$ cat config.mk
export PLATFORM = sky130hd
export DESIGN_NAME = tte_engine
export DESIGN_NICKNAME = d
export VERILOG_FILES = /design/src/design/tte_pkg.sv /design/src/design/tte_engine.sv /design/src/design/tte_tick.sv /design/src/design/tte_cnt.sv
export SDC_FILE = /design/constraint.sdc
export NUM_CORES = 1
export LEC_CHECK = 0
export BUFFER_PORTS_ARGS = -buffer_cell sky130_fd_sc_hd__buf_2
export CORE_MARGIN = 2
export CORE_UTILIZATION = 50
export DETAILED_ROUTE_END_ITERATION = 12
export PLACE_DENSITY_LB_ADDON = 0.3
export SLEW_MARGIN = 30
export SYNTH_ARGS = -nofsm -noshare
export SYNTH_HDL_FRONTEND = slang
export SYNTH_SLANG_ARGS = --single-unit
export TNS_END_PERCENT = 50
$ cat constraint.sdc
create_clock -name clock -period 5.1 [get_ports clock]
set_clock_uncertainty 0.05 [all_clocks]
set_input_delay 0.255 -clock clock [delete_from_list [all_inputs] [get_ports clock]]
set_output_delay 0.255 -clock clock [all_outputs]
set_load 0.01 [all_outputs]
$ cat src/design/tte_pkg.sv
//----------------------------------------------------------------------
//----------------------------------------------------------------------
package tte_pkg;

   //-------------------------------------------------------------------
   // Time base
   //-------------------------------------------------------------------
   localparam int unsigned CLK_PERIOD_NS = 100;
   localparam int unsigned TICK_PERIOD_NS = 1000000;
   localparam int unsigned TICK_CYCLES = (TICK_PERIOD_NS + CLK_PERIOD_NS - 1) / CLK_PERIOD_NS;
   localparam int unsigned MS_PER_SEC = 1000;

   //-------------------------------------------------------------------
   // Widths and depths
   //-------------------------------------------------------------------
   localparam int unsigned TMR_W = 16;
   localparam int unsigned CNT_W = 4;
   localparam int unsigned MEMBERS = 64;
   localparam int unsigned MEM_W = 6;
   localparam int unsigned SRC_W = 16;
   localparam int unsigned TID_W = 4;
   localparam int unsigned RXT_DEPTH = 4;
   localparam int unsigned RXT_IW = 2;
   localparam int unsigned SEC_W = 17;

   //-------------------------------------------------------------------
   // Reset values
   //-------------------------------------------------------------------
   localparam logic [TMR_W-1:0] TMR_RST = 16'h0000;
   localparam logic [CNT_W-1:0] CNT_RST = 4'h0;
   localparam logic [SEC_W-1:0] SEC_RST = 17'h00000;
   localparam logic [MEMBERS-1:0] MASK_RST = 64'h0000000000000000;

   //-------------------------------------------------------------------
   // Types
   //-------------------------------------------------------------------
   typedef enum logic [1:0] {
      SVC_UNACK = 2'h0,
      SVC_ACK = 2'h1,
      SVC_REPEAT = 2'h2
   } tte_svc_t;

   typedef enum logic [1:0] {
      ST_IDLE = 2'h0,
      ST_WAIT_BUF = 2'h1,
      ST_WAIT_ACK = 2'h3,
      ST_WAIT_RPT = 2'h2
   } tte_state_t;

   // Send request, fields from the destination address entry
   typedef struct packed {
      tte_svc_t svc;
      logic bcast;
      logic [MEM_W:0] members;
      logic [TMR_W-1:0] xact_ms;
      logic [CNT_W-1:0] retry;
      logic [TMR_W-1:0] rpt_ms;
      logic [CNT_W-1:0] rpt_cnt;
   } tte_txreq_t;

   // Arriving packet, with the group entry lookup result
   typedef struct packed {
      logic [SRC_W-1:0] src;
      logic [TID_W-1:0] tid;
      logic acked;
      logic group;
      logic grp_hit;
      logic [TMR_W-1:0] grp_ms;
   } tte_rxpkt_t;

endpackage

$ cat src/design/tte_engine.sv
`timescale 1ns/1ps
// Transport timer, retry and duplicate detection engine
module tte_engine #(
   parameter int unsigned TICK_CYCLES = tte_pkg::TICK_CYCLES
) (
   // Clock and reset
   input wire logic clock,
   input wire logic nrst,
   // Configuration
   input wire logic [tte_pkg::CNT_W-1:0] fbw_n,
   input wire logic [tte_pkg::TMR_W-1:0] nongrp_rx_ms,
   // Send request
   input wire logic tx_req_valid,
   input wire tte_pkg::tte_txreq_t tx_req,
   output logic tx_busy,
   // Buffer availability
   input wire logic buf_free,
   // Transmission strobe
   output logic xmit_valid,
   output logic xmit_retry,
   output logic [tte_pkg::MEMBERS-1:0] xmit_ack_mask,
   // Acknowledgements from peers
   input wire logic ack_valid,
   input wire logic [tte_pkg::MEM_W-1:0] ack_member,
   // Send outcome
   output logic tx_done,
   output logic tx_fail,
   output logic fatal_reset,
   // Arriving packets
   input wire logic rx_valid,
   input wire tte_pkg::tte_rxpkt_t rx_pkt,
   // Receive outcome
   output logic rx_accept,
   output logic rx_dup,
   output logic rx_drop,
   output logic rx_send_ack
);

   //-------------------------------------------------------------------
   // Declarations
   //-------------------------------------------------------------------
   localparam int unsigned D = tte_pkg::RXT_DEPTH;

   logic core_nrst;
   logic ms_tick, sec_tick;

   tte_pkg::tte_state_t st_q, st_d;
   tte_pkg::tte_txreq_t req_q, req_d;
   logic [tte_pkg::MEMBERS-1:0] mask_q, mask_d, mask_new;
   logic [tte_pkg::CNT_W-1:0] retry_q, retry_d, rpt_q, rpt_d;
   logic att_q, att_d;
   logic busy_d, xv_d, xr_d, done_d, fail_d, fatal_d;
   logic [tte_pkg::MEMBERS-1:0] xm_d;

   logic fbw_on_q, fbw_on_d, fbw_go, fbw_exp;
   logic [tte_pkg::SEC_W-1:0] fbw_sec_q, fbw_sec_d, fbw_lim;

   logic xt_load, xt_stop, xt_exp;
   logic rt_load, rt_stop, rt_exp;

   logic [D-1:0] val_q, val_d, live, hit, alloc, rx_exp;
   logic [tte_pkg::SRC_W-1:0] src_q [D];
   logic [tte_pkg::SRC_W-1:0] src_d [D];
   logic [tte_pkg::TID_W-1:0] tid_q [D];
   logic [tte_pkg::TID_W-1:0] tid_d [D];
   logic [tte_pkg::TMR_W-1:0] rx_ms;
   logic [tte_pkg::RXT_IW:0] slot;
   logic acc_d, dup_d, drop_d, rack_d;

   //-------------------------------------------------------------------
   // Functions
   //-------------------------------------------------------------------
   // Members expected to acknowledge, low bits up to the member count
   function automatic logic [tte_pkg::MEMBERS-1:0] want_mask(input logic [tte_pkg::MEM_W:0] n);
      logic [tte_pkg::MEMBERS-1:0] m;
      m = tte_pkg::MASK_RST;
      for (int i = 0; i < tte_pkg::MEMBERS; i++) begin
         m[i] = (7'(i) < n);
      end
      return m;
   endfunction

   // Lowest free slot, top bit set when one is found
   function automatic logic [tte_pkg::RXT_IW:0] first_free(input logic [D-1:0] used);
      logic [tte_pkg::RXT_IW:0] r;
      r = '0;
      for (int i = D - 1; i >= 0; i--) begin
         if (!used[i]) begin
            r = {1'b1, tte_pkg::RXT_IW'(i)};
         end
      end
      return r;
   endfunction

   //-------------------------------------------------------------------
   // Time base and self reset
   //-------------------------------------------------------------------
   // A fatal buffer wait clears the whole engine for one cycle
   assign core_nrst = nrst & ~fatal_reset;

   tte_tick #(
      .TICK_CYCLES(TICK_CYCLES)
   ) u_tick (
      .clock(clock),
      .nrst(core_nrst),
      .ms_tick(ms_tick),
      .sec_tick(sec_tick)
   );

   // Separate counters so a repeat never disturbs a transaction wait
   tte_cnt u_xact (
      .clock(clock),
      .nrst(core_nrst),
      .load(xt_load),
      .load_ms(req_q.xact_ms),
      .stop(xt_stop),
      .tick(ms_tick),
      .running(),
      .expire(xt_exp)
   );

   tte_cnt u_rpt (
      .clock(clock),
      .nrst(core_nrst),
      .load(rt_load),
      .load_ms(req_q.rpt_ms),
      .stop(rt_stop),
      .tick(ms_tick),
      .running(),
      .expire(rt_exp)
   );

   //-------------------------------------------------------------------
   // Free-buffer wait, counted in whole seconds
   //-------------------------------------------------------------------
   // The second tick runs free, so the first one lands within a second
   // of the start; one extra tick keeps the wait inside its window.
   assign fbw_lim = (tte_pkg::SEC_W'(1) << fbw_n) + tte_pkg::SEC_W'(1);
   assign fbw_exp = fbw_on_q && (fbw_sec_q >= fbw_lim) && (st_q == tte_pkg::ST_WAIT_BUF);

   always_comb begin
      fbw_on_d = fbw_on_q;
      fbw_sec_d = fbw_sec_q;
      if (fbw_go) begin
         fbw_on_d = (fbw_n != tte_pkg::CNT_RST);
         fbw_sec_d = tte_pkg::SEC_RST;
      end else if (fbw_on_q && sec_tick && !fbw_exp) begin
         fbw_sec_d = fbw_sec_q + tte_pkg::SEC_W'(1);
      end
   end

   always_ff @(posedge clock) begin
      if (!core_nrst) begin
         fbw_on_q <= 1'b0;
         fbw_sec_q <= tte_pkg::SEC_RST;
      end else begin
         fbw_on_q <= fbw_on_d;
         fbw_sec_q <= fbw_sec_d;
      end
   end

   //-------------------------------------------------------------------
   // Send sequencer
   //-------------------------------------------------------------------
   assign mask_new = mask_q | (tte_pkg::MASK_RST | (64'h1 << ack_member));

   always_comb begin
      st_d = st_q;
      req_d = req_q;
      mask_d = mask_q;
      retry_d = retry_q;
      rpt_d = rpt_q;
      att_d = att_q;
      xv_d = 1'b0;
      xr_d = 1'b0;
      xm_d = xmit_ack_mask;
      done_d = 1'b0;
      fail_d = 1'b0;
      fatal_d = 1'b0;
      fbw_go = 1'b0;
      xt_load = 1'b0;
      xt_stop = 1'b0;
      rt_load = 1'b0;
      rt_stop = 1'b0;
      case (st_q)
         tte_pkg::ST_IDLE: begin
            if (tx_req_valid) begin
               req_d = tx_req;
               mask_d = tte_pkg::MASK_RST;
               retry_d = tx_req.retry;
               // Count of total transmissions; zero is taken as one
               rpt_d = (tx_req.rpt_cnt == tte_pkg::CNT_RST) ? tte_pkg::CNT_RST :
                       tx_req.rpt_cnt - 4'h1;
               att_d = 1'b0;
               fbw_go = 1'b1;
               st_d = tte_pkg::ST_WAIT_BUF;
            end
         end
         tte_pkg::ST_WAIT_BUF: begin
            if (buf_free) begin
               xv_d = 1'b1;
               xr_d = att_q;
               xm_d = mask_q;
               case (req_q.svc)
                  tte_pkg::SVC_ACK: begin
                     xt_load = 1'b1;
                     st_d = tte_pkg::ST_WAIT_ACK;
                  end
                  tte_pkg::SVC_REPEAT: begin
                     rt_load = 1'b1;
                     st_d = tte_pkg::ST_WAIT_RPT;
                  end
                  default: begin
                     // Sent once; only the buffer wait was involved
                     done_d = 1'b1;
                     st_d = tte_pkg::ST_IDLE;
                  end
               endcase
            end else if (fbw_exp) begin
               fatal_d = 1'b1;
               st_d = tte_pkg::ST_IDLE;
            end
         end
         tte_pkg::ST_WAIT_ACK: begin
            if (ack_valid && req_q.bcast) begin
               xt_stop = 1'b1;
               done_d = 1'b1;
               st_d = tte_pkg::ST_IDLE;
            end else if (ack_valid &&
                         ((mask_new & want_mask(req_q.members)) == want_mask(req_q.members))) begin
               mask_d = mask_new;
               xt_stop = 1'b1;
               done_d = 1'b1;
               st_d = tte_pkg::ST_IDLE;
            end else begin
               if (ack_valid) begin
                  mask_d = mask_new;
               end
               // Resend only once the transaction timer has run out
               if (xt_exp) begin
                  if (retry_q != tte_pkg::CNT_RST) begin
                     retry_d = retry_q - 4'h1;
                     att_d = 1'b1;
                     fbw_go = 1'b1;
                     st_d = tte_pkg::ST_WAIT_BUF;
                  end else begin
                     fail_d = 1'b1;
                     st_d = tte_pkg::ST_IDLE;
                  end
               end
            end
         end
         tte_pkg::ST_WAIT_RPT: begin
            if (rt_exp) begin
               if (rpt_q != tte_pkg::CNT_RST) begin
                  rpt_d = rpt_q - 4'h1;
                  att_d = 1'b1;
                  fbw_go = 1'b1;
                  st_d = tte_pkg::ST_WAIT_BUF;
               end else begin
                  rt_stop = 1'b1;
                  done_d = 1'b1;
                  st_d = tte_pkg::ST_IDLE;
               end
            end
         end
         default: begin
            st_d = tte_pkg::ST_IDLE;
         end
      endcase
      busy_d = (st_d != tte_pkg::ST_IDLE);
   end

   // Sequencer registers
   always_ff @(posedge clock) begin
      if (!core_nrst) begin
         st_q <= tte_pkg::ST_IDLE;
         req_q <= '0;
         mask_q <= tte_pkg::MASK_RST;
         retry_q <= tte_pkg::CNT_RST;
         rpt_q <= tte_pkg::CNT_RST;
         att_q <= 1'b0;
         tx_busy <= 1'b0;
         xmit_valid <= 1'b0;
         xmit_retry <= 1'b0;
         xmit_ack_mask <= tte_pkg::MASK_RST;
         tx_done <= 1'b0;
         tx_fail <= 1'b0;
      end else begin
         st_q <= st_d;
         req_q <= req_d;
         mask_q <= mask_d;
         retry_q <= retry_d;
         rpt_q <= rpt_d;
         att_q <= att_d;
         tx_busy <= busy_d;
         xmit_valid <= xv_d;
         xmit_retry <= xr_d;
         xmit_ack_mask <= xm_d;
         tx_done <= done_d;
         tx_fail <= fail_d;
      end
   end

   // The fatal pulse sits on the outer reset so it can clear the rest
   always_ff @(posedge clock) begin
      if (!nrst) begin
         fatal_reset <= 1'b0;
      end else begin
         fatal_reset <= fatal_d;
      end
   end

   //-------------------------------------------------------------------
   // Receive transaction table
   //-------------------------------------------------------------------
   // An entry expiring this cycle no longer matches, so a late copy is
   // taken as a new transaction rather than a duplicate.
   assign live = val_q & ~rx_exp;
   assign slot = first_free(live);
   assign rx_ms = (rx_pkt.group && rx_pkt.grp_hit) ? rx_pkt.grp_ms : nongrp_rx_ms;

   always_comb begin
      for (int i = 0; i < D; i++) begin
         hit[i] = live[i] && (src_q[i] == rx_pkt.src) && (tid_q[i] == rx_pkt.tid);
      end
   end

   // Same lookup for acknowledged and repeated traffic alike
   always_comb begin
      val_d = live;
      alloc = '0;
      src_d = src_q;
      tid_d = tid_q;
      acc_d = 1'b0;
      dup_d = 1'b0;
      drop_d = 1'b0;
      rack_d = 1'b0;
      if (rx_valid) begin
         if (hit != '0) begin
            // Duplicate of a retry or repeat: re-acknowledge only if acked, do not deliver
            dup_d = 1'b1;
            rack_d = rx_pkt.acked;
         end else if (slot[tte_pkg::RXT_IW]) begin
            alloc[slot[tte_pkg::RXT_IW-1:0]] = 1'b1;
            val_d[slot[tte_pkg::RXT_IW-1:0]] = 1'b1;
            src_d[slot[tte_pkg::RXT_IW-1:0]] = rx_pkt.src;
            tid_d[slot[tte_pkg::RXT_IW-1:0]] = rx_pkt.tid;
            acc_d = 1'b1;
            rack_d = rx_pkt.acked;
         end else begin
            drop_d = 1'b1;
         end
      end
   end

   // Table registers
   always_ff @(posedge clock) begin
      if (!core_nrst) begin
         val_q <= '0;
         for (int i = 0; i < D; i++) begin
            src_q[i] <= 16'h0000;
            tid_q[i] <= 4'h0;
         end
         rx_accept <= 1'b0;
         rx_dup <= 1'b0;
         rx_drop <= 1'b0;
         rx_send_ack <= 1'b0;
      end else begin
         val_q <= val_d;
         src_q <= src_d;
         tid_q <= tid_d;
         rx_accept <= acc_d;
         rx_dup <= dup_d;
         rx_drop <= drop_d;
         rx_send_ack <= rack_d;
      end
   end

   // One receive timer per entry, started as the entry is allocated
   for (genvar g = 0; g < D; g++) begin : g_rxt
      tte_cnt u_rxt (
         .clock(clock),
         .nrst(core_nrst),
         .load(alloc[g]),
         .load_ms(rx_ms),
         .stop(1'b0),
         .tick(ms_tick),
         .running(),
         .expire(rx_exp[g])
      );
   end

endmodule // tte_engine

$ cat src/design/tte_tick.sv
`timescale 1ns/1ps
// Millisecond and second tick prescaler
module tte_tick #(
   parameter int unsigned TICK_CYCLES = tte_pkg::TICK_CYCLES
) (
   // Clock and reset
   input wire logic clock,
   input wire logic nrst,
   // Ticks
   output logic ms_tick,
   output logic sec_tick
);

   logic [15:0] div_q, div_d;
   logic [9:0] ms_q, ms_d;
   logic ms_d_tick, sec_d_tick;

   //-------------------------------------------------------------------
   // Divider chain
   //-------------------------------------------------------------------
   always_comb begin
      div_d = div_q + 16'h0001;
      ms_d = ms_q;
      ms_d_tick = 1'b0;
      sec_d_tick = 1'b0;
      if (div_q == 16'(TICK_CYCLES - 1)) begin
         div_d = 16'h0000;
         ms_d_tick = 1'b1;
         ms_d = ms_q + 10'h001;
         if (ms_q == 10'(tte_pkg::MS_PER_SEC - 1)) begin
            ms_d = 10'h000;
            sec_d_tick = 1'b1;
         end
      end
   end

   // Registers
   always_ff @(posedge clock) begin
      if (!nrst) begin
         div_q <= 16'h0000;
         ms_q <= 10'h000;
         ms_tick <= 1'b0;
         sec_tick <= 1'b0;
      end else begin
         div_q <= div_d;
         ms_q <= ms_d;
         ms_tick <= ms_d_tick;
         sec_tick <= sec_d_tick;
      end
   end

endmodule // tte_tick

$ cat src/design/tte_cnt.sv
`timescale 1ns/1ps
// One-shot millisecond down counter
module tte_cnt (
   // Clock and reset
   input wire logic clock,
   input wire logic nrst,
   // Control
   input wire logic load,
   input wire logic [tte_pkg::TMR_W-1:0] load_ms,
   input wire logic stop,
   input wire logic tick,
   // Status
   output logic running,
   output logic expire
);

   logic [tte_pkg::TMR_W-1:0] cnt_q, cnt_d;
   logic run_d, exp_d;

   //-------------------------------------------------------------------
   // Count down on each tick; load wins over stop and expiry
   //-------------------------------------------------------------------
   always_comb begin
      cnt_d = cnt_q;
      run_d = running;
      exp_d = 1'b0;
      if (load) begin
         // A zero load still runs one tick so expiry is never skipped
         cnt_d = (load_ms == 16'h0000) ? 16'h0001 : load_ms;
         run_d = 1'b1;
      end else if (stop) begin
         run_d = 1'b0;
      end else if (running && tick) begin
         if (cnt_q <= 16'h0001) begin
            run_d = 1'b0;
            exp_d = 1'b1;
         end else begin
            cnt_d = cnt_q - 16'h0001;
         end
      end
   end

   // Registers
   always_ff @(posedge clock) begin
      if (!nrst) begin
         cnt_q <= tte_pkg::TMR_RST;
         running <= 1'b0;
         expire <= 1'b0;
      end else begin
         cnt_q <= cnt_d;
         running <= run_d;
         expire <= exp_d;
      end
   end

endmodule // tte_cnt

# Yosys cells after proc, flatten, opt, wreduce, memory -nomap -nowiden
# Index checks and enable logic that the tools add are counted.
# W data, S select, Z words.
[word_totals]
register_bits = 429
output_inout_bits = 74
wordCells = 420
[classes]
n_addsub = 13
order_cmp = 75
n_eq_ne = 32
shifts = 2
mux = 137
n_bitwise = 21
n_reduce_logical = 86
[ops]
columns = ["operator", "count"]
rows = [
  ["$mux W16", 25],
  ["$mux W64", 4],
  ["$lt A6 B7 Y1 const A", 32],
  ["$pmux W64 S2", 1],
  ["$lt A5 B7 Y1 const A", 16],
  ["$le A16 B1 Y1 const B", 6],
  ["$sub A16 B1 Y16 const B", 6],
  ["$mux W1", 67],
  ["$and A64 B64 Y64", 1],
  ["$bwmux W64", 1],
  ["$eq A16 B16 Y1", 4],
  ["$eq A64 B64 Y1", 1],
  ["$mux W4", 16],
  ["$or A64 B64 Y64", 1],
  ["$shl A1 B6 Y64 const A", 1],
  ["$lt A4 B7 Y1 const A", 8],
  ["$logic_not A16 Y1", 3],
  ["$demux W16 S2", 1],
  ["$reduce_and A2 Y1", 15],
  ["$lt A3 B7 Y1 const A", 4],
  ["$reduce_bool A2 Y1", 13],
  ["$logic_and A1 B1 Y1", 23],
  ["$ne A2 B2 Y1 const B", 11],
  ["$reduce_or A3 Y1", 6],
  ["other kinds (48)", 100],
]

# Logic depth before layout (Yosys ltp)
[logic_depth]
depth_word = 15
depth_mapped = 14
ltp_nobuf = 14

# Cells and area by module
# Synthesis repeated with hierarchy kept, for this count alone.
[hier_totals]
hier_cells = 2684
hier_area_um2 = 22221.3
[modules_own_cells]
columns = ["module", "instances", "cells_each", "area_per_inst_um2", "seq_area_each_um2"]
rows = [
  ["tte_engine", 1, 1678, 14027.2, 5865.6],
  ["tte_cnt", 6, 142, 1138.6, 360.3],
  ["tte_tick", 1, 154, 1362.6, 560.5],
]

# Worst setup path before layout
# OpenSTA, ideal clock, no wires.
[synth_path]
path_kind = "register -> register"
start = "register u_xact.cnt_q[9] (netlist name)"
end = "register u_xact.cnt_q[2] (netlist name)"
t_arrival_ns = 2.644
required_ns = 4.918
slack_ns = 2.274
path_stages_with_launch = 10
period_less_slack_ns = 2.826
path_cell_list = "dfxtp_1 > or3_4 > or3_1 > or3_4 > or4_4 > o2111a_4 > and2_4 > o31ai_4 > xor2_1 > a21oi_1"
[synth_between]
elab_chain_cells = 3
[synth_lines]
columns = ["item", "line", "source"]
rows = [
  ["start: declaration", "tte_cnt.sv:17", "logic [tte_pkg::TMR_W-1:0] cnt_q, cnt_d;"],
  ["start signal: assignment", "tte_cnt.sv:46", "cnt_q <= tte_pkg::TMR_RST;"],
  ["start signal: assignment", "tte_cnt.sv:50", "cnt_q <= cnt_d;"],
  ["$le A16 B1 Y1", "tte_cnt.sv:34", "if (cnt_q <= 16'h0001) begin"],
  ["$ne A2 B1 Y1 (no source line)", "n/a", ""],
  ["$reduce_and A3 Y1 (no source line)", "n/a", ""],
]
# Every way passes these cells.
# A chain may end at the register's enable or synchronous reset.

# Final worst setup path
[layout_path]
start = "register req_q[42] (netlist name)"
end = "register fbw_on_q"
[layout_between]
elab_chain_cells = 7
[layout_lines]
columns = ["item", "line", "source"]
rows = [
  ["start: declaration", "tte_engine.sv:48", "tte_pkg::tte_txreq_t req_q, req_d;"],
  ["start signal: assignment", "tte_engine.sv:291", "req_q <= req_d;"],
  ["$lt A1 B7 Y1 (tied with other cells)", "tte_engine.sv:78", "m[i] = (7'(i) < n);"],
  ["$and A64 B64 Y64", "tte_engine.sv:230", "((mask_new & want_mask(req_q.members)) == want_mask(req_q.members))) begin"],
  ["$eq A64 B64 Y1 (*)", "tte_engine.sv:230", ""],
  ["$logic_and A1 B1 Y1 (*)", "tte_engine.sv:229", "end else if (ack_valid &&"],
  ["$mux W1 (*)", "tte_engine.sv:229", ""],
  ["$mux W1 (*)", "tte_engine.sv:225", "if (ack_valid && req_q.bcast) begin"],
  ["$pmux W1 S3 (*)", "tte_engine.sv:185", "case (st_q)"],
  ["end signal: assignment", "tte_engine.sv:157", "fbw_on_q <= fbw_on_d;"],
  ["end: declaration", "tte_engine.sv:55", "logic fbw_on_q, fbw_on_d, fbw_go, fbw_exp;"],
]
# Every way passes the cells marked *; elsewhere a longest branch is shown, timed or not.

==> out/qor.txt <==
status - complete, no violations
post-route ant nets - 0
Post-Syn Area - 21000 um^2
routed len/inst - 18.5 um
Cell Pwr Density - 339 nW/um^2
Tot Pwr - 8.35 mW
Clk Latency, worst-skew pair - 0.60 ns
final cycle utilization of the critical path - 0.753
Synth Area in Compound Gates - 0.158
post-route cell area - 24600 um^2
worst vdd ir - 245 uV
Critical Path End Type - flip-flop
crit path kind - flip-flop to flip-flop
DRC Markers - 0
Synth Area in Adders - 0.0244
dpl hpwl - 42500 um
P_int - 6.10 mW
setup bufs post-CTS - 0
Final #Nets - 2881
hold path start - rx_pkt[34]
sequential power share - 0.427
RSZ-0062 raised after global routing - false
Via density - 5.86
power share of the clock group - 0.447
EDFF count, synth - 0
Synth top cells by count - dfxtp_1, nand2_1, nor2_1
largest net degree at the start of global routing - 152
final-report setup violation count - 0
worst r2r src - req_q[42]$_SDFFE_PN0P_
area delta synth->final - 17.0%
highest clock rate - 260 MHz
CP Max Fanout - 23
Max clock buf depth - 3
Post-Synth Simple-Gate Area - 0.240
Cell variety after synth - 88
async set-reset flop share out of synthesis - 0
drt first pass iters - 5
Top-Level Pins - 195
fin. max-slew vios - 0
Primary FF master, synth - dfxtp_1
layout cells sized above 1 - 0.136
min cycle time layout - 3.84 ns
switching share of power - 0.270
Total GRT Usage - 0.274
TNS Setup - 0 ns
root buffer cell - clkbuf_16
Worst-path clk slew - 0.06 ns
Worst Tran Pin Value - 1.01 ns
number of global-route vias before repair - 18.5k
most common cell in the netlist - dfxtp_1
Max-slew headroom - 0.326
#FFs+latches synth - 429
# rows - 75
IO buf count - 194
antenna violations before repair - 4
die height - 209 um
Die Width - 209 um
CTS tree - done
Hold Vio Cnt, Final - 0
Synth Area in XOR/XNOR - 0.0766
DRT Wirelength - 61200 um
critical path launch point type - flip-flop
Synth top area share - 0.408
grt ovf - 0
clock sinks - 429
Num CTS Buffers - 47
syn avg cell area - 8.24 um^2
GPL Wtd Cong - 0.926
Placeable Area - 41800 um^2
Max-Cap Viols - 0
Mapped Cells - 2554
Syn Nets - 2716
Synth area leaders - dfxtp_1, a21oi_1, nand2_1, nor2_1, mux2i_1
WP data required - 5.53 ns
first-pass GRT wire length - 98100 um
sequential share of the synthesized area - 0.408
Starting Density - 0.504
multiplexer area fraction after synthesis - 0.0487
die area - 43800 um^2
combinational share of power - 0.126
H-Tree Depth - 2
Synth warnings - 0
post-route insts no fill - 3298
placed cell count - 3143
Post-DP Area - 22200 um^2
Setup crit start - req_q[42]$_SDFFE_PN0P_
combinational family with the most area after synthesis - simple AND/OR/NAND/NOR gates
sw power - 2.25 mW
CP Data Arrival Time - 4.27 ns
worst hold-check path type - input port to flip-flop
total number of vias - 19.3k
Leak - 9.56 nW
DRT iter0 DRCs - 1719
area leader, netlist - dfxtp_1
cells by family after synthesis:
group | after synthesis
flops | 429
simple gates | 1043
fa+ha+maj | 41
mux | 102
other cells | 1
xor+xnor | 184
buf+inv | 222
compound gates | 532
critical path, cell delays in order (launching register included):
cell,delay [ns]
dfxtp_1,0.55
nor2_1,0.69
a22oi_1,0.19
a22oi_1,0.24
nand4_1,0.17
nor4_1,0.56
nand3_2,0.28
o211ai_1,0.38
nand2_2,0.34
a21bo_2,0.29
layer usage:
metal	part of all wire	vias up	wire, um	GRT usage
li1	-	9318	-	-
met1	0.44	9252	27100	0.371
met2	0.46	652	28300	0.444
met3	0.069	114	4190	0.0487
met4	0.026	2	1580	0.0911
met5	0.00025	-	15	0
state kept, by name (all words and copies together), names as in the netlist, 10 cells and up:
name               flops
u_xact.cnt_q          16
mask_q                64
u_tick.div_q          16
u_rpt.cnt_q           16
xmit_ack_mask         64
req_q                 42
g_rxt.u_rxt.cnt_q     64
src_q                 64
u_tick.ms_q           10
tid_q                 16
fbw_sec_q             17
worst paths after layout:
| path | endpoint | slack (ns) | cells past startpoint |
|---|---|---|---|
| worst max-delay path | fbw_on_q$_SDFFE_PN0P_ | 1.26 | 9 |
| worst max register to register | fbw_on_q$_SDFFE_PN0P_ | 1.26 | 9 |
| worst min-delay path | src_q[59]$_SDFFE_PN0P_ | 0.03 | 3 |
| worst min register to register | xmit_ack_mask[17]$_SDFFE_PN0P_ | 0.40 | 2 |
power by group through the flow:
stage          Clock (mW)  Combinational [mW]  Sequential (mW)
2_1_floorplan           0               0.739             3.59
3_3_place_gp            0               0.990             3.63
3_5_place_dp            0                1.00             3.63
4_1_cts              3.80                1.05             3.56
5_1_grt              3.93                1.16             3.58
6_report             3.73                1.06             3.56
what timing repair did:
action | CTS | global route
setup endpoints to repair | 0 | 0
hold buffers | 66 | 0
resized for setup | 0 | 0
endpoints found under the hold margin | 95 | 0
per-stage QoR:
stage                     hold slack, ns  setup slack (ns)  utilization
after floorplan                    0.341              2.27            -
after global placement             0.377              1.11        0.533
after detailed placement           0.394              1.02        0.533
after CTS                       0.000979              1.29        0.589
after global routing              0.0429             0.948        0.590
final                             0.0300              1.26        0.590
final cells by class:
cell class / instances / area, um^2
inverter: 48 / 180
clock inverter: 27 / 397
antenna: 3 / 7.51
multi-input combinational: 1903 / 11600
tap: 539 / 674
timing repair buffer: 290 / 1870
fill: 3702 / 17100
sequential: 429 / 8590
clock buffer: 59 / 1320
layout by cell type, fill, tap and decap left out, types with 12 or more instances in the layout:
master / netlist / final
and3_1: 23 / 23
nand2b_1: 17 / 16
o21ai_0: 65 / 64
nor3_2: 13 / 16
nand4_1: 32 / 32
xnor2_1: 73 / 73
nor4_1: 48 / 48
buf_2: 47 / 194
a211oi_1: 75 / 75
dlygate4sd3_1: 0 / 66
a221oi_1: 23 / 23
a22oi_1: 15 / 15
ha_1: 41 / 41
nor3_1: 62 / 59
or3_1: 17 / 17
nor2_1: 322 / 321
nor4b_1: 13 / 12
nand2_1: 324 / 323
dfxtp_1: 429 / 429
a31oi_1: 28 / 28
nand3_1: 61 / 60
mux2i_1: 99 / 99
buf_4: 3 / 29
clkbuf_16: 0 / 47
nor2b_1: 29 / 28
xor2_1: 111 / 111
a21oi_1: 243 / 243
inv_1: 48 / 48
Note: power is estimated with default switching activity, not from simulation.
